<file path="config.mk">
export PLATFORM = sky130hd
export DESIGN_NAME = alm_monitor
export DESIGN_NICKNAME = d
export VERILOG_FILES = /design/src/hw/alm_pkg.sv /design/src/hw/alm_limit_cmp.sv /design/src/hw/alm_monitor.sv
export SDC_FILE = /design/constraint.sdc
export NUM_CORES = 2
export LEC_CHECK = 0
export BUFFER_PORTS_ARGS = -buffer_cell sky130_fd_sc_hd__buf_2
export CORE_ASPECT_RATIO = 1.4
export CORE_MARGIN = 2
export CORE_UTILIZATION = 40
export CTS_BUF_LIST = sky130_fd_sc_hd__clkbuf_2 sky130_fd_sc_hd__clkbuf_4 sky130_fd_sc_hd__clkbuf_8
export DETAILED_ROUTE_END_ITERATION = 6
export PLACE_DENSITY = 0.61
export SYNTH_ARGS = -nofsm -noshare
export SYNTH_HDL_FRONTEND = slang
export SYNTH_SLANG_ARGS = --single-unit
</file>
<file path="constraint.sdc">
create_clock -name clk_in -period 30.1 [get_ports clk_in]
set_clock_uncertainty 0.05 [all_clocks]
set_input_delay 6.02 -clock clk_in [delete_from_list [all_inputs] [get_ports clk_in]]
set_output_delay 6.02 -clock clk_in [all_outputs]
set_load 0.01 [all_outputs]
</file>
<file path="src/hw/alm_pkg.sv">
// package for the alarm limit monitor and audit block
package alm_pkg;

  localparam int ALM_VAL_W = 24;
  localparam int ALM_NUM_CH = 9;
  localparam int ALM_PAR_W = 8;
  localparam int ALM_AUD_W = 8;
  localparam int ALM_TS_W = 32;
  localparam logic [ALM_AUD_W-1:0] ALM_AUD_MAX = 8'hFA;
  localparam logic signed [ALM_VAL_W-1:0] ALM_HI_DEF = 24'h0F423F;
  localparam logic signed [ALM_VAL_W-1:0] ALM_LO_DEF = 24'hF0BDC1;
  localparam logic signed [ALM_VAL_W-1:0] ALM_FLOW_RST_DEF = 24'h018696;
  localparam logic [3:0] ALM_FKEY_NUM = 4'hA;
  localparam logic [ALM_PAR_W-1:0] ALM_SEC_SIZE = 8'h10;

  // channel order of the limit comparators
  localparam int CH_HI_PRES = 0;
  localparam int CH_LO_PRES = 1;
  localparam int CH_HI_TEMP = 2;
  localparam int CH_LO_TEMP = 3;
  localparam int CH_HI_FLOW = 4;
  localparam int CH_LO_FLOW = 5;
  localparam int CH_HI_DAYV = 6;
  localparam int CH_HI_AUX = 7;
  localparam int CH_LO_AUX = 8;
  localparam logic [ALM_NUM_CH-1:0] ALM_IS_HIGH = 9'h0D5;

  typedef struct packed {
    logic signed [ALM_VAL_W-1:0] pres;
    logic signed [ALM_VAL_W-1:0] temp;
    logic signed [ALM_VAL_W-1:0] flow;
    logic signed [ALM_VAL_W-1:0] dayv;
    logic signed [ALM_VAL_W-1:0] aux;
  } alm_meas_t;

  typedef enum logic [1:0] {
    ALM_NAV_NONE,
    ALM_NAV_RIGHT,
    ALM_NAV_UP
  } alm_nav_t;

  typedef struct packed {
    logic enter_cfg;
    logic exit_cfg;
    logic pw_ok;
    logic edit_ent;
    logic edit_esc;
    logic edit_typed;
    logic [ALM_PAR_W-1:0] edit_addr;
    logic signed [ALM_VAL_W-1:0] edit_val;
    logic fkey_bind;
    logic fkey_recall;
    logic [3:0] fkey_num;
    alm_nav_t jump_nav;
    logic cal_done;
    logic [ALM_AUD_W-1:0] audit_en_val;
    logic audit_en_wr;
    logic audit_reset;
    logic full_init;
  } alm_cmd_t;

endpackage

</file>
<file path="src/hw/alm_limit_cmp.sv">
// one hysteresis limit comparator for a single alarm channel
`timescale 1ns/1ps
module alm_limit_cmp
  import alm_pkg::*;
#(
  parameter bit HIGH = 1'b1
) (
  // clock and reset
  input wire logic clk_in,
  input wire logic rst_n_in,
  // evaluation
  input wire logic eval_in,
  input wire logic signed [ALM_VAL_W-1:0] value_in,
  input wire logic signed [ALM_VAL_W-1:0] set_in,
  input wire logic signed [ALM_VAL_W-1:0] reset_in,
  // alarm
  output logic alarm_out
);

  typedef struct packed {
    logic alarm;
  } alm_cmp_state_t;

  alm_cmp_state_t state_reg;
  alm_cmp_state_t state_next;

  always_comb begin
    state_next = state_reg;
    // flag only moves at an evaluation point
    if (eval_in) begin
      if (HIGH) begin
        if (value_in > set_in) begin
          state_next.alarm = 1'b1;
        end else if (value_in < reset_in) begin
          state_next.alarm = 1'b0;
        end
      end else begin
        if (value_in < set_in) begin
          state_next.alarm = 1'b1;
        end else if (value_in > reset_in) begin
          state_next.alarm = 1'b0;
        end
      end
    end
  end

  always_ff @(posedge clk_in or negedge rst_n_in) begin
    if (!rst_n_in) begin
      state_reg <= '0;
    end else begin
      state_reg <= state_next;
    end
  end

  assign alarm_out = state_reg.alarm;

endmodule

</file>
<file path="src/hw/alm_monitor.sv">
// alarm limit monitor with password-gated configuration and audit trail
`timescale 1ns/1ps

//
// Contract
// - high pressure alarm with hysteresis, default 999999
// - low pressure alarm with hysteresis, default -999999
// - high temperature alarm with hysteresis
// - low temperature alarm with hysteresis
// - high flow alarm, reset default 99990
// - low flow alarm with hysteresis
// - door alarm follows the door switch
// - door opening forces a full wake-up
// - high day volume alarm with hysteresis
// - high auxiliary pressure alarm with hysteresis
// - low auxiliary pressure alarm with hysteresis
// - protected config entry needs valid password
// - measurement continues during configuration mode
// - abort or empty confirm keeps value
// - function keys F0-F9 bind parameters
// - jump moves keep item index across sections
// - each change is audited while audit is enabled; a calibration only if no edit commits in the same cycle and the log is not full
// - audit enable sticks until full initialization
// - audit log holds at most 250 records
// - full log refuses edits until host reset
module alm_monitor
  import alm_pkg::*;
(
  // clock and reset
  input wire logic clk_in,
  input wire logic rst_n_in,
  // measurements
  input wire logic meas_valid_in,
  input wire alm_meas_t meas_in,
  input wire logic door_open_in,
  input wire logic [ALM_TS_W-1:0] timestamp_in,
  // host configuration
  input wire alm_cmd_t cmd_in,
  input wire logic pw_protect_in,
  // alarms and status
  output logic [ALM_NUM_CH-1:0] alarm_out,
  output logic door_alarm_out,
  output logic wake_out,
  output logic cfg_mode_out,
  output logic cfg_refused_out,
  output logic audit_full_out,
  output logic audit_enabled_out,
  output logic [ALM_AUD_W-1:0] audit_count_out,
  // audit record stream
  output logic audit_wr_out,
  output logic [ALM_TS_W-1:0] audit_ts_out,
  output logic [ALM_PAR_W-1:0] audit_addr_out,
  output logic signed [ALM_VAL_W-1:0] audit_val_out,
  output logic audit_is_cal_out,
  // parameter view
  output logic [ALM_PAR_W-1:0] view_addr_out,
  output logic signed [ALM_VAL_W-1:0] view_val_out
);

  localparam int NPAR = 2 * ALM_NUM_CH;

  typedef struct packed {
    logic [NPAR-1:0][ALM_VAL_W-1:0] limits;
    logic [ALM_FKEY_NUM-1:0][ALM_PAR_W-1:0] fkeys;
    logic cfg_mode;
    logic refused;
    logic door_alarm;
    logic door_prev;
    logic wake;
    logic audit_en;
    logic [ALM_AUD_W-1:0] audit_cnt;
    logic audit_wr;
    logic [ALM_TS_W-1:0] audit_ts;
    logic [ALM_PAR_W-1:0] audit_addr;
    logic [ALM_VAL_W-1:0] audit_val;
    logic audit_cal;
    logic [ALM_PAR_W-1:0] view_addr;
  } alm_state_t;

  alm_state_t state_reg;
  alm_state_t state_next;
  logic rst_sync1_reg;
  logic rst_sync2_reg;
  logic rst_n;
  logic audit_full;
  logic edit_commit;
  logic [ALM_PAR_W-1:0] sec_base;

  ////////////////////////////////////////////////////////////////////////////
  // reset release
  always_ff @(posedge clk_in or negedge rst_n_in) begin
    if (!rst_n_in) begin
      rst_sync1_reg <= 1'b0;
      rst_sync2_reg <= 1'b0;
    end else begin
      rst_sync1_reg <= 1'b1;
      rst_sync2_reg <= rst_sync1_reg;
    end
  end
  assign rst_n = rst_sync2_reg;

  ////////////////////////////////////////////////////////////////////////////
  // limit comparators: limits[2*i] is set point, limits[2*i+1] reset value
  // comparators run regardless of configuration mode
  for (genvar i = 0; i < ALM_NUM_CH; i++) begin : g_ch
    logic signed [ALM_VAL_W-1:0] value;
    always_comb begin
      case (i)
        CH_HI_PRES, CH_LO_PRES: value = meas_in.pres;
        CH_HI_TEMP, CH_LO_TEMP: value = meas_in.temp;
        CH_HI_FLOW, CH_LO_FLOW: value = meas_in.flow;
        CH_HI_DAYV: value = meas_in.dayv;
        default: value = meas_in.aux;
      endcase
    end
    alm_limit_cmp #(
      .HIGH(ALM_IS_HIGH[i])
    ) u_cmp (
      .clk_in(clk_in),
      .rst_n_in(rst_n),
      .eval_in(meas_valid_in),
      .value_in(value),
      .set_in(state_reg.limits[2*i]),
      .reset_in(state_reg.limits[2*i+1]),
      .alarm_out(alarm_out[i])
    );
  end

  ////////////////////////////////////////////////////////////////////////////
  // configuration, edit and audit control
  assign audit_full = state_reg.audit_en && (state_reg.audit_cnt >= ALM_AUD_MAX);
  assign edit_commit = state_reg.cfg_mode && cmd_in.edit_ent && cmd_in.edit_typed
    && !cmd_in.edit_esc && (cmd_in.edit_addr < ALM_PAR_W'(NPAR));
  assign sec_base = state_reg.view_addr & ~(ALM_SEC_SIZE - 8'h01);

  always_comb begin
    state_next = state_reg;
    state_next.audit_wr = 1'b0;
    state_next.refused = 1'b0;
    state_next.door_prev = door_open_in;
    state_next.door_alarm = door_open_in;
    state_next.wake = door_open_in && !state_reg.door_prev;
    if (cmd_in.enter_cfg) begin
      if (!pw_protect_in || cmd_in.pw_ok) begin
        state_next.cfg_mode = 1'b1;
      end else begin
        state_next.refused = 1'b1;
      end
    end else if (cmd_in.exit_cfg) begin
      state_next.cfg_mode = 1'b0;
    end
    if (edit_commit) begin
      if (audit_full) begin
        state_next.refused = 1'b1;
      end else begin
        state_next.limits[cmd_in.edit_addr[4:0]] = cmd_in.edit_val;
        if (state_reg.audit_en) begin
          state_next.audit_wr = 1'b1;
          state_next.audit_cal = 1'b0;
          state_next.audit_ts = timestamp_in;
          state_next.audit_addr = cmd_in.edit_addr;
          state_next.audit_val = cmd_in.edit_val;
          state_next.audit_cnt = state_reg.audit_cnt + 8'h01;
        end
      end
    end else if (cmd_in.cal_done && state_reg.audit_en && !audit_full) begin
      state_next.audit_wr = 1'b1;
      state_next.audit_cal = 1'b1;
      state_next.audit_ts = timestamp_in;
      state_next.audit_addr = state_reg.view_addr;
      state_next.audit_val = '0;
      state_next.audit_cnt = state_reg.audit_cnt + 8'h01;
    end
    if (cmd_in.audit_reset) begin
      state_next.audit_cnt = '0;
    end
    if (cmd_in.audit_en_wr && cmd_in.audit_en_val > 8'h00) begin
      state_next.audit_en = 1'b1;
    end
    if (state_reg.cfg_mode && cmd_in.fkey_bind && cmd_in.fkey_num < ALM_FKEY_NUM) begin
      state_next.fkeys[cmd_in.fkey_num] = state_reg.view_addr;
    end
    if (cmd_in.fkey_recall && cmd_in.fkey_num < ALM_FKEY_NUM) begin
      state_next.view_addr = state_reg.fkeys[cmd_in.fkey_num];
    end else begin
      case (cmd_in.jump_nav)
        ALM_NAV_RIGHT: state_next.view_addr = state_reg.view_addr + ALM_SEC_SIZE;
        ALM_NAV_UP: state_next.view_addr = state_reg.view_addr - ALM_SEC_SIZE;
        ALM_NAV_NONE: state_next.view_addr = state_reg.view_addr;
        default: state_next.view_addr = sec_base;
      endcase
    end
    // only a full initialization clears the audit enable
    if (cmd_in.full_init) begin
      state_next.audit_en = 1'b0;
      state_next.audit_cnt = '0;
    end
  end

  always_ff @(posedge clk_in or negedge rst_n) begin
    if (!rst_n) begin
      state_reg <= '0;
      for (int k = 0; k < NPAR; k++) begin
        state_reg.limits[k] <= ALM_IS_HIGH[k/2] ? ALM_HI_DEF : ALM_LO_DEF;
      end
      state_reg.limits[2*CH_HI_FLOW+1] <= ALM_FLOW_RST_DEF;
    end else begin
      state_reg <= state_next;
    end
  end

  ////////////////////////////////////////////////////////////////////////////
  // outputs
  assign door_alarm_out = state_reg.door_alarm;
  assign wake_out = state_reg.wake;
  assign cfg_mode_out = state_reg.cfg_mode;
  assign cfg_refused_out = state_reg.refused;
  assign audit_full_out = audit_full;
  assign audit_enabled_out = state_reg.audit_en;
  assign audit_count_out = state_reg.audit_cnt;
  assign audit_wr_out = state_reg.audit_wr;
  assign audit_ts_out = state_reg.audit_ts;
  assign audit_addr_out = state_reg.audit_addr;
  assign audit_val_out = state_reg.audit_val;
  assign audit_is_cal_out = state_reg.audit_cal;
  assign view_addr_out = state_reg.view_addr;
  assign view_val_out = (state_reg.view_addr < ALM_PAR_W'(NPAR))
    ? state_reg.limits[state_reg.view_addr[4:0]] : '0;
endmodule

</file>
==> flow_metrics.tcl <==
set metrics [dict create \
    fmax_ghz 0.0906 \
    grt_max_degree 153 \
    first_global_vias 28000 \
    slew_headroom_pct 22.7 \
    hold_path_class "flop to async pin" \
    cp_data_required_time_ns 24.03 \
    outcome "finished clean" \
    path_max_fanout 55 \
    first_iter_violations 1804 \
    drive_gt1_share_pct 38.5 \
    n_fill_cell 9189 \
    synth-edff-count 0 \
    cts.sinks 610 \
    firstDrtPassIters 5 \
    synth_commonest_cells "487 x mux2_2, 435 x inv_1, 430 x ha_1" \
    dp_slack_ns 19.89 \
    rsz0062_at_grt "no" \
    insertion_delay_ns 0.74 \
    numCtsBuffers 106 \
    syn_inst 3447 \
    synth_top_area_cell "dfrtp_1" \
    die_h_um 373 \
    power_density_nw_per_um2 45.1 \
    synth.most_common_cell "mux2_2" \
    crit_type "flop to output port" \
    netlist_area_um2 38900 \
    hold_viol 0 \
    fp.coreArea_um2 96600 \
    die_area_um2 99800 \
    tightest_slew_ns 1.16 \
    setup_viol 0 \
    hold-worst-slack_ns 0.282 \
    rows 135 \
    arrival_ns 4.96 \
    min_period_ns 11.03 \
    nets 4315 \
    end_kind "output port" \
    wl_per_cell_um 23.8 \
    synth_area_leaders "dfrtp_1 25%, dfstp_2 15%, mux2_2 14%" \
    ios 336 \
    fin_tns_setup_ns 0 \
    setup_slack_ns 19.07 \
    cp-start-kind "flop" \
    cts_resized 0 \
    grt-ovfl-total 0 \
    ctsHoldBuffers 0 \
    tritoncts "built" \
    cts_setup_buffers 0 \
    grt_usage_pct 24.3 \
    start_util_pct 40.3 \
    synthArstFlopShare_pct 100 \
    antenna_found_initial 32 \
    report.final.slew_viol_count 0 \
    synth_top_area_share_pct 25.1 \
    largest_reg_flops 513 \
    wl_mm 121 \
    globalplace.congestion 0.928 \
    via_per_inst 5.41 \
    leakagePower_nw 19.7 \
    synth_nets 4093 \
    cts-htree-levels 3 \
    hpwl_mm 92.0 \
    synth.distinct_cells 80 \
    ys_ff_latch 610 \
    die_w_um 268 \
    io_buffers 335 \
    clk_pin_slew_ns 0.06 \
    ys.flop_type "dfrtp_1" \
    ys_seq_area_share_pct 39.9 \
    grt_pass1_wl_mm 180 \
    num_vias 27500 \
    ctsLongestPathBuffers 3 \
    avgSynthCellArea_um2 11.3 \
    cap_violations 0 \
    route.detailed.drc 0 \
    yosys_warnings 0 \
    vdd_ir_drop_max_mv 0.0345 \
    antenna_left 0 \
    clockRootBuffer "clkbuf_8" \
    finalCritPeriodShare_pct 36.7 \
    area_growth_pct 12.1 \
]
-- cell usage in the layout (no fill, tap or decap), types with 41 or more instances in the layout --
| master | count |
|---|---|
| dfstp_2 | 220 |
| clkbuf_8 | 134 |
| clkbuf_4 | 46 |
| o21ai_0 | 87 |
| nand4_1 | 68 |
| mux2_2 | 487 |
| nand2_1 | 210 |
| a21o_1 | 92 |
| mux2i_1 | 42 |
| a21oi_1 | 150 |
| nand3_1 | 41 |
| ha_1 | 430 |
| dfrtp_1 | 385 |
| inv_1 | 435 |
| nor2_1 | 103 |
| buf_2 | 335 |
| mux4_2 | 136 |
-- worst max-delay path: stages (launching register included) --
cell and delay (ns):
dfrtp_4 0.75, buf_4 0.83, buf_4 0.77, mux4_2 0.59
mux4_2 0.48, a21oi_1 0.45, nor2_1 0.11, buf_2 0.17
-- per-layer routing --
metal | wire (um) | track usage (%)
met3 | 6400 | 3.73
met4 | 5710 | 11.5
met5 | 157 | 0
met2 | 61000 | 42.2
met1 | 47400 | 29.4
-- report_power, final --
part / switching [mW] / internal, mW
sequential: 0.0176 / 0.849
clock: 0.366 / 0.501
combinational: 0.146 / 0.0890
total: 0.529 / 1.44
-- final cells by class --
cell class / count / area, um2 / share of cell area [%]
Antenna cell: 13 / 32.5 / 0.0746
Clock buffer: 180 / 2190 / 5.02
Clock inverter: 22 / 253 / 0.580
Inverter: 437 / 1640 / 3.76
Multi-Input combinational cell: 2147 / 20400 / 46.7
Sequential cell: 610 / 15600 / 35.7
Tap cell: 1301 / 1630 / 3.73
Timing Repair Buffer: 367 / 1930 / 4.42
-- metrics by stage --
stage               util [%]  instances  area, um2  power (mW)
floorplan                  -       3447      38900        1.03
global placement        42.6       4862      41100        1.11
detailed placement      42.6       4862      41100        1.11
CTS                     45.1       5064      43600        1.99
global route            45.1       5073      43600        2.05
finish                  45.1       5077      43600        1.97
-- kinds of logic (layout without fill, tap and decap cells) --
kind of cell    count (synthesis)  in the layout  share of synthesized area (%)
other cells                     1             14                        0.00964
mux                           665            665                           23.0
simple gates                  562            562                           7.20
buf+inv                       690           1006                           7.76
compound gates                480            480                           7.98
fa+ha+maj                     431            431                           13.9
flops                         610            610                           39.9
xor+xnor                        8              8                          0.180
-- path summary, 6_finish.rpt --
kind                                    end  slack (ns)        startpoint  cells after the start
min                          state_reg[199]        0.28             rst_n                      0
max reg2reg                view_addr_out[0]       26.58             rst_n                      3
min reg2reg                  state_reg[199]        0.28             rst_n                      0
max                        view_val_out[15]       19.07  view_addr_out[0]                      7
min in group clk_in                   rst_n        0.30     rst_sync1_reg                      0
max in group asynchronous             rst_n       24.89          rst_n_in                      1
(Power assumes the default switching activity.)
